<file path="src/core/lldp_pkg.sv">
// Package: constants for the low-latency DRAM command and data port
package lldp_pkg;
  // ----------------------------------------------------------------
  // Widths
  // ----------------------------------------------------------------
  localparam int ADDR_W = 22; // Row and column address lines
  localparam int BANK_W = 3; // Bank select lines
  localparam int NUM_BANKS = 8; // Binary decode of the bank lines
  localparam int DATA_W = 36; // Widest data bus
  localparam int LANE_W = 18; // Lines per write clock in the wide build
  localparam int FIFO_DEPTH = 16; // Write beat buffer depth
  // ----------------------------------------------------------------
  // Command encoding, active low {cs_n, we_n, ref_n}
  // ----------------------------------------------------------------
  localparam logic [2:0] CMD_MRS = 3'h0; // Mode register set
  localparam logic [2:0] CMD_WRITE = 3'h1; // Write
  localparam logic [2:0] CMD_REFRESH = 3'h2; // Refresh
  localparam logic [2:0] CMD_READ = 3'h3; // Read
  // ----------------------------------------------------------------
  // Timing
  // ----------------------------------------------------------------
  localparam int CLK_MHZ = 20; // System clock rate
  localparam int READ_BEATS = 2; // Beats driven per read command
  // ----------------------------------------------------------------
  // Reset values
  // ----------------------------------------------------------------
  localparam logic [21:0] MODE_RESET = 22'h00_0000; // Mode register after reset
endpackage

</file>
<file path="src/core/lldp_fifo.sv">
// Module: parameterised valid/ready FIFO for write beats
`timescale 1ns/1ns
module lldp_fifo #(
  parameter int WIDTH = 40,
  parameter int DEPTH = 16
) (
  input wire logic clk_i,
  input wire logic rst_n_i,
  input wire logic [WIDTH-1:0] in_data_i,
  input wire logic in_valid_i,
  output logic in_ready_o,
  output logic [WIDTH-1:0] out_data_o,
  output logic out_valid_o,
  input wire logic out_ready_i
);
  localparam int PW = $clog2(DEPTH);
  // Depth must be a power of two for pointer wrap
  if (DEPTH < 2 || (DEPTH & (DEPTH - 1)) != 0) begin : g_bad_depth
    $error("DEPTH must be power of two");
  end
  logic [WIDTH-1:0] mem_q [DEPTH]; // Storage
  logic [PW:0] wr_q, wr_d, rd_q, rd_d; // Pointers with wrap bit
  logic push, pop;
  // ----------------------------------------------------------------
  // Next pointer values
  // ----------------------------------------------------------------
  always_comb begin
    in_ready_o = (wr_q - rd_q) != (PW+1)'(DEPTH); // Honest full
    out_valid_o = wr_q != rd_q; // Honest empty
    push = in_valid_i && in_ready_o;
    pop = out_valid_o && out_ready_i;
    wr_d = wr_q + (PW+1)'(push);
    rd_d = rd_q + (PW+1)'(pop);
    out_data_o = mem_q[rd_q[PW-1:0]];
  end
  // Register pointers and storage
  always_ff @(posedge clk_i) begin
    if (!rst_n_i) begin
      wr_q <= '0;
      rd_q <= '0;
    end else begin
      wr_q <= wr_d;
      rd_q <= rd_d;
    end
    if (push) begin
      mem_q[wr_q[PW-1:0]] <= in_data_i;
    end
  end
endmodule // lldp_fifo

</file>
<file path="src/core/lldp_port.sv">
// Module: command, address and data capture port of the DRAM device
`timescale 1ns/1ns
// ----------------------------------------------------------------
// Parameters and ports
// ----------------------------------------------------------------
module lldp_port #(
  parameter int DATA_W = lldp_pkg::DATA_W, // Data bus width: 9, 18 or 36
  parameter int WIDE = 1 // 1: two write clocks split the lanes
) (
  // Clock and reset
  input wire logic clk_i,
  input wire logic rst_n_i,
  // Command side pins, all asynchronous to clk_i
  input wire logic command_clock_i, // Link clock, sampled
  input wire logic cs_n_i,
  input wire logic we_n_i,
  input wire logic ref_n_i,
  input wire logic [lldp_pkg::ADDR_W-1:0] row_col_address_lines_i,
  input wire logic [lldp_pkg::BANK_W-1:0] bank_select_lines_i,
  // Write data side pins
  input wire logic write_data_clock_lane0_i,
  input wire logic write_data_clock_lane1_i,
  input wire logic write_mask_i,
  input wire logic [DATA_W-1:0] bidir_data_lines_i,
  // Read data side
  output logic [DATA_W-1:0] bidir_data_lines_o,
  output logic bidir_data_lines_oe_o,
  output logic read_echo_clock_o,
  output logic read_valid_flag_o,
  // Decoded results for the core
  output logic [lldp_pkg::NUM_BANKS-1:0] bank_onehot_o, // Bank of last command
  output logic [lldp_pkg::ADDR_W-1:0] access_address_o, // Row/col of last access
  output logic [lldp_pkg::ADDR_W-1:0] mode_settings_o, // Mode register
  output logic refresh_pulse_o, // One cycle per refresh command
  // Write beat stream towards the core
  output logic [DATA_W+lldp_pkg::BANK_W:0] wr_beat_o, // {bank, lane0 hit, data}
  output logic wr_beat_valid_o,
  input wire logic wr_beat_ready_i,
  input wire logic [DATA_W-1:0] rd_data_i, // Core read data, same clock
  output logic fifo_ready_o // Low when write beats back up
);
  // ----------------------------------------------------------------
  // Elaboration checks: only the three bus widths are served
  // ----------------------------------------------------------------
  if (DATA_W != 9 && DATA_W != 18 && DATA_W != 36) begin : g_bad_width
    $error("DATA_W must be 9, 18 or 36");
  end
  // Two write clocks only make sense with two lane halves
  if (WIDE == 1 && DATA_W != 36) begin : g_bad_split
    $error("Split lanes need the 36-line build");
  end
  if (WIDE != 0 && WIDE != 1) begin : g_bad_wide
    $error("WIDE must be 0 or 1");
  end
  // Split point between the two lane halves
  localparam int HALF = DATA_W / 2;
  // ----------------------------------------------------------------
  // Synchronisers: every pin passes two flops
  // ----------------------------------------------------------------
  // One wide bus per stage keeps all pins aligned in time
  // Trade-off: a skewed pin may land a cycle late; frames are long
  logic [lldp_pkg::ADDR_W+lldp_pkg::BANK_W+DATA_W+6:0] s1_q, s2_q;
  logic ck_q, dk0_q, dk1_q; // Previous synchronised clock levels
  always_ff @(posedge clk_i) begin
    s1_q <= {command_clock_i, cs_n_i, we_n_i, ref_n_i, row_col_address_lines_i,
             bank_select_lines_i, write_data_clock_lane0_i, write_data_clock_lane1_i,
             write_mask_i, bidir_data_lines_i};
    s2_q <= s1_q;
  end
  logic ck_s, cs_s, we_s, ref_s, dk0_s, dk1_s, dm_s;
  logic [lldp_pkg::ADDR_W-1:0] a_s;
  logic [lldp_pkg::BANK_W-1:0] b_s;
  logic [DATA_W-1:0] dq_s;
  // Unpack the second stage; nothing reads the first stage
  assign {ck_s, cs_s, we_s, ref_s, a_s, b_s, dk0_s, dk1_s, dm_s, dq_s} = s2_q;
  // ----------------------------------------------------------------
  // Command decode state
  // ----------------------------------------------------------------
  // Read burst sequencer, one-hot
  typedef enum logic [1:0] {RD_IDLE = 2'b01, RD_BURST = 2'b10} lldp_rd_type;
  lldp_rd_type rd_q, rd_d;
  logic ck_rise, wr_pending_q, wr_pending_d;
  logic [lldp_pkg::NUM_BANKS-1:0] bank_d;
  logic [lldp_pkg::ADDR_W-1:0] addr_d, mode_d;
  logic [lldp_pkg::BANK_W-1:0] wbank_q, wbank_d;
  logic [1:0] beat_q, beat_d;
  logic ref_d, qk_d;
  logic [DATA_W-1:0] dout_d;
  // Decode on the sampled rising command clock edge only
  always_comb begin
    ck_rise = ck_s && !ck_q;
    bank_d = bank_onehot_o;
    addr_d = access_address_o;
    mode_d = mode_settings_o;
    wbank_d = wbank_q;
    wr_pending_d = wr_pending_q;
    ref_d = 1'b0;
    rd_d = rd_q;
    beat_d = beat_q;
    qk_d = read_echo_clock_o;
    dout_d = bidir_data_lines_o;
    if (ck_rise && !cs_s) begin
      // Deselected cycles fall through; bursts below keep running
      bank_d = lldp_pkg::NUM_BANKS'(1) << b_s;
      unique case ({cs_s, we_s, ref_s})
        lldp_pkg::CMD_MRS: mode_d = a_s;
        lldp_pkg::CMD_WRITE: begin
          addr_d = a_s;
          wbank_d = b_s;
          wr_pending_d = 1'b1;
        end
        lldp_pkg::CMD_REFRESH: ref_d = 1'b1;
        lldp_pkg::CMD_READ: begin
          addr_d = a_s;
          rd_d = RD_BURST;
          beat_d = '0;
        end
        default: ;
      endcase
    end
    // Read burst: one beat per echo edge, two per echo cycle
    unique case (rd_q)
      RD_IDLE: qk_d = 1'b0;
      RD_BURST: begin
        qk_d = !read_echo_clock_o;
        dout_d = rd_data_i;
        beat_d = beat_q + 2'd1;
        if (beat_q == 2'(lldp_pkg::READ_BEATS - 1)) rd_d = RD_IDLE;
      end
    endcase
  end
  // Register decode state
  always_ff @(posedge clk_i) begin
    if (!rst_n_i) begin
      ck_q <= 1'b0;
      bank_onehot_o <= '0;
      access_address_o <= '0;
      mode_settings_o <= lldp_pkg::MODE_RESET;
      wbank_q <= '0;
      wr_pending_q <= 1'b0;
      refresh_pulse_o <= 1'b0;
      rd_q <= RD_IDLE;
      beat_q <= '0;
      read_echo_clock_o <= 1'b0;
      bidir_data_lines_o <= '0;
      read_valid_flag_o <= 1'b0;
    end else begin
      ck_q <= ck_s;
      bank_onehot_o <= bank_d;
      access_address_o <= addr_d;
      mode_settings_o <= mode_d;
      wbank_q <= wbank_d;
      wr_pending_q <= wr_pending_d;
      refresh_pulse_o <= ref_d;
      rd_q <= rd_d;
      beat_q <= beat_d;
      read_echo_clock_o <= qk_d;
      bidir_data_lines_o <= dout_d;
      // Valid trails the sequencer by a cycle so it lines up with data
      read_valid_flag_o <= (rd_q == RD_BURST);
    end
  end
  // Drive the shared lines only while valid beats stand
  assign bidir_data_lines_oe_o = read_valid_flag_o;
  // ----------------------------------------------------------------
  // Write capture on both edges of each write data clock
  // ----------------------------------------------------------------
  logic dk0_edge, dk1_edge, beat_ok;
  logic [DATA_W-1:0] wdata;
  // An edge of either polarity is one beat; both halves share one push
  always_comb begin
    dk0_edge = dk0_s ^ dk0_q;
    dk1_edge = (WIDE == 1) ? (dk1_s ^ dk1_q) : dk0_edge;
    wdata = '0;
    if (WIDE == 1) begin
      if (dk0_edge) wdata[HALF-1:0] = dq_s[HALF-1:0];
      if (dk1_edge) wdata[DATA_W-1:HALF] = dq_s[DATA_W-1:HALF];
    end else if (dk0_edge) begin
      wdata = dq_s;
    end
    // Mask follows the upper-lane clock in the split build
    beat_ok = wr_pending_q && (WIDE == 1 ? dk1_edge : dk0_edge) && !dm_s;
  end
  // Track write clock levels
  always_ff @(posedge clk_i) begin
    if (!rst_n_i) begin
      dk0_q <= 1'b0;
      dk1_q <= 1'b0;
    end else begin
      dk0_q <= dk0_s;
      dk1_q <= dk1_s; // Lane 1 clock always sampled
    end
  end
  // Write beats wait here until the core takes them
  // Limitation: beats arriving while full are lost; the host must pace
  lldp_fifo #(.WIDTH(DATA_W + lldp_pkg::BANK_W + 1), .DEPTH(lldp_pkg::FIFO_DEPTH)) u_fifo (
    .clk_i(clk_i),
    .rst_n_i(rst_n_i),
    .in_data_i({wbank_q, dk0_edge, wdata}),
    .in_valid_i(beat_ok),
    .in_ready_o(fifo_ready_o),
    .out_data_o(wr_beat_o),
    .out_valid_o(wr_beat_valid_o),
    .out_ready_i(wr_beat_ready_i)
  );
endmodule // lldp_port

</file>
<file path="config.mk">
export PLATFORM = sky130hd
export DESIGN_NAME = lldp_port
export DESIGN_NICKNAME = d
export VERILOG_FILES = /design/src/core/lldp_pkg.sv /design/src/core/lldp_fifo.sv /design/src/core/lldp_port.sv
export SDC_FILE = /design/constraint.sdc
export NUM_CORES = 1
export LEC_CHECK = 0
export BUFFER_PORTS_ARGS = -buffer_cell sky130_fd_sc_hd__buf_2
export CAP_MARGIN = 15
export CORE_MARGIN = 2
export CORE_UTILIZATION = 28
export CTS_CLUSTER_DIAMETER = 150
export DETAILED_ROUTE_END_ITERATION = 10
export SYNTH_ARGS = -nofsm -noshare
export SYNTH_HDL_FRONTEND = slang
export SYNTH_SLANG_ARGS = --single-unit
</file>
<file path="constraint.sdc">
create_clock -name clk_i -period 15.93 [get_ports clk_i]
set_clock_uncertainty 0.1 [all_clocks]
set_input_delay 0 -clock clk_i [delete_from_list [all_inputs] [get_ports clk_i]]
set_output_delay 0 -clock clk_i [all_outputs]
set_load 0.05 [all_outputs]
</file>
### After elaboration in Yosys (flattened, before gate mapping)

Memories as Yosys holds them, arrays and structs flattened. A register that Yosys moved wholly into a read port is not among the register bits.
Cells that the tools add are included.

| cells by class | value |
|---|---|
| add/subtract/negate cells | 4 |
| eq/ne operators | 8 |
| shift operators | 1 |
| mux-type cells | 14 |
| bitwise operators | 2 |
| reductions and logical operators | 19 |

Operators by type and width:

| cell | count |
|---|---|
| 2-to-1 mux 18 bit | 2 |
| 2-to-1 mux 2 bit | 7 |
| adder 5 x 1 -> 5 bit | 2 |
| AND reduction 2 bit | 5 |
| left shift 1 x 3 -> 8 bit, first input constant | 1 |
| == test 3 x 2 -> 1 bit, second input constant | 2 |
| logical AND 1 bit | 6 |
| inequality test 5 bit | 1 |
| inequality test 5 bit, second input constant | 1 |
| subtractor 5 bit | 1 |
| == test 2 x 1 -> 1 bit, second input constant | 2 |
| logical NOT 1 bit | 4 |
| 2-to-1 mux 4 bit | 1 |
| nonzero test 2 bit | 2 |
| == test 3 x 1 -> 1 bit, second input constant | 1 |
| logical NOT 3 bit | 1 |
| 2-to-1 mux 1 bit | 3 |
| adder 2 x 1 -> 2 bit, second input constant | 1 |
| == test 2 bit, second input constant | 1 |
| case mux 1 bit (2 select lines) | 1 |
| OR reduction 2 bit | 1 |
| XOR 1 bit | 2 |

| word-level totals | value |
|---|---|
| flip-flop bits (word level) | 248 |
| memory bits (writable) | 640 |
| bits of input ports | 107 |
| output and inout bits | 134 |
| logic and storage cells | 67 |
| memories | 1 |

Memories:

| memory | depth | bits a word | read ports | clocked after memory_dff | wr ports | RTL line | text |
|---|---|---|---|---|---|---|---|
| u_fifo.mem_q | 16 | 40 | 1 | 1 | 1 | lldp_fifo.sv:21 | `logic [WIDTH-1:0] mem_q [DEPTH];` |

### Logic depth before layout (Yosys ltp)

| depth | value |
|---|---|
| depth after elaboration | 6 |
| depth in mapped cells | 16 |
| gate-level depth less buffers | 12 |

### Cells and area by module

A second synthesis with hierarchy kept.

| unflattened totals | value |
|---|---|
| cell total of the unflattened synthesis | 1591 |
| area total of the unflattened synthesis | 31564.0 µm² |

By module, submodules not included:

| module | times used | cells an instance | area each (µm²) | sequential area each (µm²) |
|---|---|---|---|---|
| lldp_fifo | 1 | 975 | 24733.7 | 19418.6 |
| lldp_port | 1 | 616 | 6830.3 | 4764.6 |

### Worst setup path after synthesis

No wires, ideal clock.

| timing path | value |
|---|---|
| kind | register to register |
| from | reg u_fifo.rd_q[1] |
| to | mem u_fifo.mem_q[13][0], enable pin |
| setup time | 0.537 ns |
| arrival time | 6.052 ns |
| data required time | 15.293 ns |
| slack | 9.240 ns |
| cell stages (with the launch flop) | 12 |
| path buffers | 4 |
| period minus slack after synthesis | 6.690 ns |
| cell sequence | dfxtp_1 -> buf_2 -> buf_2 -> buf_1 -> inv_1 -> ha_1 -> nand2b_1 -> a21boi_0 -> o21ai_0 -> a22oi_2 -> buf_2 -> nor4_1 |

| between the ends | value |
|---|---|
| word-level cells in the longest chain between the ends | 5 |

RTL lines:

| item | RTL line | text |
|---|---|---|
| start, declared | lldp_fifo.sv:22 | `logic [PW:0] wr_q, wr_d, rd_q, rd_d;` |
| start signal, assigned | lldp_fifo.sv:43 | `rd_q <= rd_d;` |
| subtractor 5 bit | lldp_fifo.sv:28 | `in_ready_o = (wr_q - rd_q) != (PW+1)'(DEPTH);` |
| inequality test 5 bit | lldp_fifo.sv:28 |  |
| logical AND 1 bit | lldp_fifo.sv:30 | `push = in_valid_i && in_ready_o;` |
| 2-to-1 mux 1 bit | lldp_fifo.sv:45 | `if (push) begin` |
| 2-to-1 mux 1 bit (implied by the code) | lldp_fifo.sv:46 | `mem_q[wr_q[PW-1:0]] <= in_data_i;` |
| end, declared | lldp_fifo.sv:21 |  |

Every way passes these cells.

==> metrics.cfg <==
[outcome]
status = finished clean

[cts]
clkLatencyLatePin_ns = 0.66
cts.hold.buffers_added = 177
tritoncts_clock_tree = yes
cts_made_buffers = 92
ctsHtreeMaxLevel = 3
cts_num_sinks = 888
cts_max_path_buffers = 3
postCtsSetupRepairBufs = 0
ctsResizeCount = 0
clkSlewWorstSetupHoldPaths_ns = 0.06
clk_root_buffer_cell = clkbuf_16

[power]
finalPower_uw = 4810
intPower_uw = 3810
comb_power_share_pct = 3.1
leak_pwr_uw = 0.0129
vdd_ir_drop_max_v = 0.0000864
power_frac_clock_pct = 44.5
power_switching_share_pct = 20.7
flop_pwr_share_pct = 52.4
power.density_nw_per_um2 = 122
switching_power_uw = 997

[drt]
viasPerCell = 4.50
wl_per_cell_microns = 20.0
routed_antenna_nets = 0
drt-pass1-iter-count = 5
totalWireLength_microns = 72600
dr_total_vias = 16308
drt_first_iter_violations = 1123
remaining_drc_errors = 0

[grt]
grt-ovfl-total = 0
grt_first_pass_wirelength_microns = 110000
vias_in_the_first_global_route = 17975
antenna_found_initial = 5
grt_max_degree = 111
grtUsageTotal_pct = 12.6

[timing]
finalMaxSlewViolations = 0
finalCriticalPeriod_ns = 4.50
fin_worst_hold_slack_ns = 0.0576
finalCritPeriodShare_pct = 28.3
rsz0062_at_grt = no
highest_attainable_clock_frequency_mhz = 222
final_hold_viol_count = 0
tightest_slew_ns = 1.29
headroom_to_the_max_slew_limit_pct = 14.2
final_setup_vio_count = 0
tns_ns = 0

[final_layout]
post_layout_nets = 2173
post_route_cells_drive_above_1_share_pct = 29.9
areaGrowthSynthToFinish_pct = 25.0
final_common_cell = edfxtp_1
final_cell_mix = edfxtp_1 (640), dfxtp_1 (245), buf_2 (240)
fin_area_sq_um = 39300
fill_cells = 10385

[logic_synthesis]
synth_flop_cell = edfxtp_1
yosys_register_bits = 888
synthesis.yosys.warnings = 0
syn_inst = 1598
synth_edf_count = 640
async_flop_share_pct = 0
netlist_area_sq_um = 31500
postSynthNetCount = 1714
post_synth_num_cell_types = 39
synth-seq-area-share_pct = 76.8
postSynthAreaPerCell_sq_um = 19.7

[die]
die-area_sq_um = 115000
io_pins = 241
coreArea_sq_um = 111000
die_width_microns = 339
initial_core_util_pct = 28.3
core.rowCount = 122
die_height_microns = 339

[worst_setup_path]
setup.worst_path.start_class = register
timing_worst_setup_path_type = register to primary output
cp.arrival_ns = 4.40
critical_path_required_ns = 15.83
worstPathMaxFanout = 50
critical_path.endpoint_type = primary output

[place]
port_buffers = 240
gp_congestion = 0.831
post_place_cell_area_sq_um = 34500
hpwl_microns = 42200

[min_path]
timing.hold.worst.class = input pin to register

[job]
drv.max_cap_violation_count = 0

-- worst max-delay path, cell delays in order, from the launching register on --
cell	delay (ns)
dfxtp_4	0.53
buf_4	0.83
buf_4	0.86
mux4_2	0.61
mux4_2	0.61
buf_2	0.27
-- cell usage after synthesis, types with 7 or more instances --
library cell | instances | area, sq um
buf_6 | 11 | 124
clkbuf_1 | 53 | 199
and2_1 | 54 | 338
ha_1 | 9 | 113
dfxtp_1 | 248 | 4960
buf_2 | 10 | 50.1
a21boi_0 | 86 | 646
edfxtp_1 | 640 | 19200
mux4_2 | 200 | 4500
nand2_1 | 180 | 676
nor2_1 | 7 | 26.3
nand3_1 | 8 | 40.0
buf_1 | 8 | 30.0
nor4_1 | 17 | 106
-- cell type report --
class / count / area, sq um / area share, %
Multi-Input combinational cell: 618 / 7000 / 17.8
Clock inverter: 44 / 500 / 1.27
Sequential cell: 888 / 24200 / 61.5
Antenna cell: 2 / 5.00 / 0.0127
Inverter: 8 / 32.5 / 0.0827
Tap cell: 1488 / 1860 / 4.73
Timing Repair Buffer: 449 / 3210 / 8.17
Clock buffer: 127 / 2530 / 6.44
-- power groups by stage --
stage               Combinational (uW)  Clock [uW]  Sequential (uW)
floorplan                         60.3           0             2570
global placement                   111           0             2570
detailed placement                 116           0             2570
CTS                                149        2200             2520
global route                       161        2290             2520
finish                             147        2140             2520
-- kinds of logic (layout without fill, tap and decap cells) --
logic type / after synthesis / count (layout) / synth area share (%)
adders and majority gates: 9 / 9 / 0.358
muxes: 200 / 200 / 14.3
DFF: 888 / 888 / 76.8
other: 0 / 2 / 0
AOI/OAI and AO/OA: 106 / 106 / 2.45
and+or+nand+nor: 293 / 293 / 4.34
buffers and inverters: 92 / 628 / 1.42
xor gates and xnor gates: 10 / 10 / 0.278
-- sequential cells by signal, summed over array words and instances (netlist names), 3 cells and up --
signal / flops
access_address_o: 22
bank_onehot_o: 8
wbank_q: 3
s2_q: 68
bidir_data_lines_o: 36
u_fifo.wr_q: 5
u_fifo.rd_q: 5
mode_settings_o: 22
u_fifo.mem_q: 640
s1_q: 68
-- path summary, 6_finish.rpt --
check                 startpoint                     end  slack (ns)  depth (start not counted)
setup / recovery  u_fifo.rd_q[0]            wr_beat_o[8]       11.43                          5
hold / removal     rd_data_i[35]  bidir_data_lines_o[35]        0.06                          4
setup reg to reg  u_fifo.rd_q[2]          u_fifo.wr_q[4]       11.75                         11
hold reg to reg          s1_q[3]                 s2_q[3]        0.21                          0
-- metal layers --
layer / routed length [microns] / part of all wire, % / up-vias / track usage [%]
li1: - / - / 7179 / -
met1: 29600 / 41 / 8436 / 15.4
met2: 36300 / 50 / 564 / 21.7
met3: 4620 / 6.4 / 127 / 3.13
met4: 1990 / 2.7 / 2 / 3.97
met5: 13 / 0.018 / - / 0
-- stage by stage --
stage / instances / worst slack [ns] / util, %
floorplan: 1598 / 9.24 / -
global placement: 3274 / 11.87 / 31.1
detailed placement: 3274 / 11.70 / 31.1
CTS: 3622 / 11.18 / 35.4
global route: 3624 / 10.99 / 35.4
finish: 3624 / 11.43 / 35.4
Note: power is estimated with default switching activity, not from simulation.
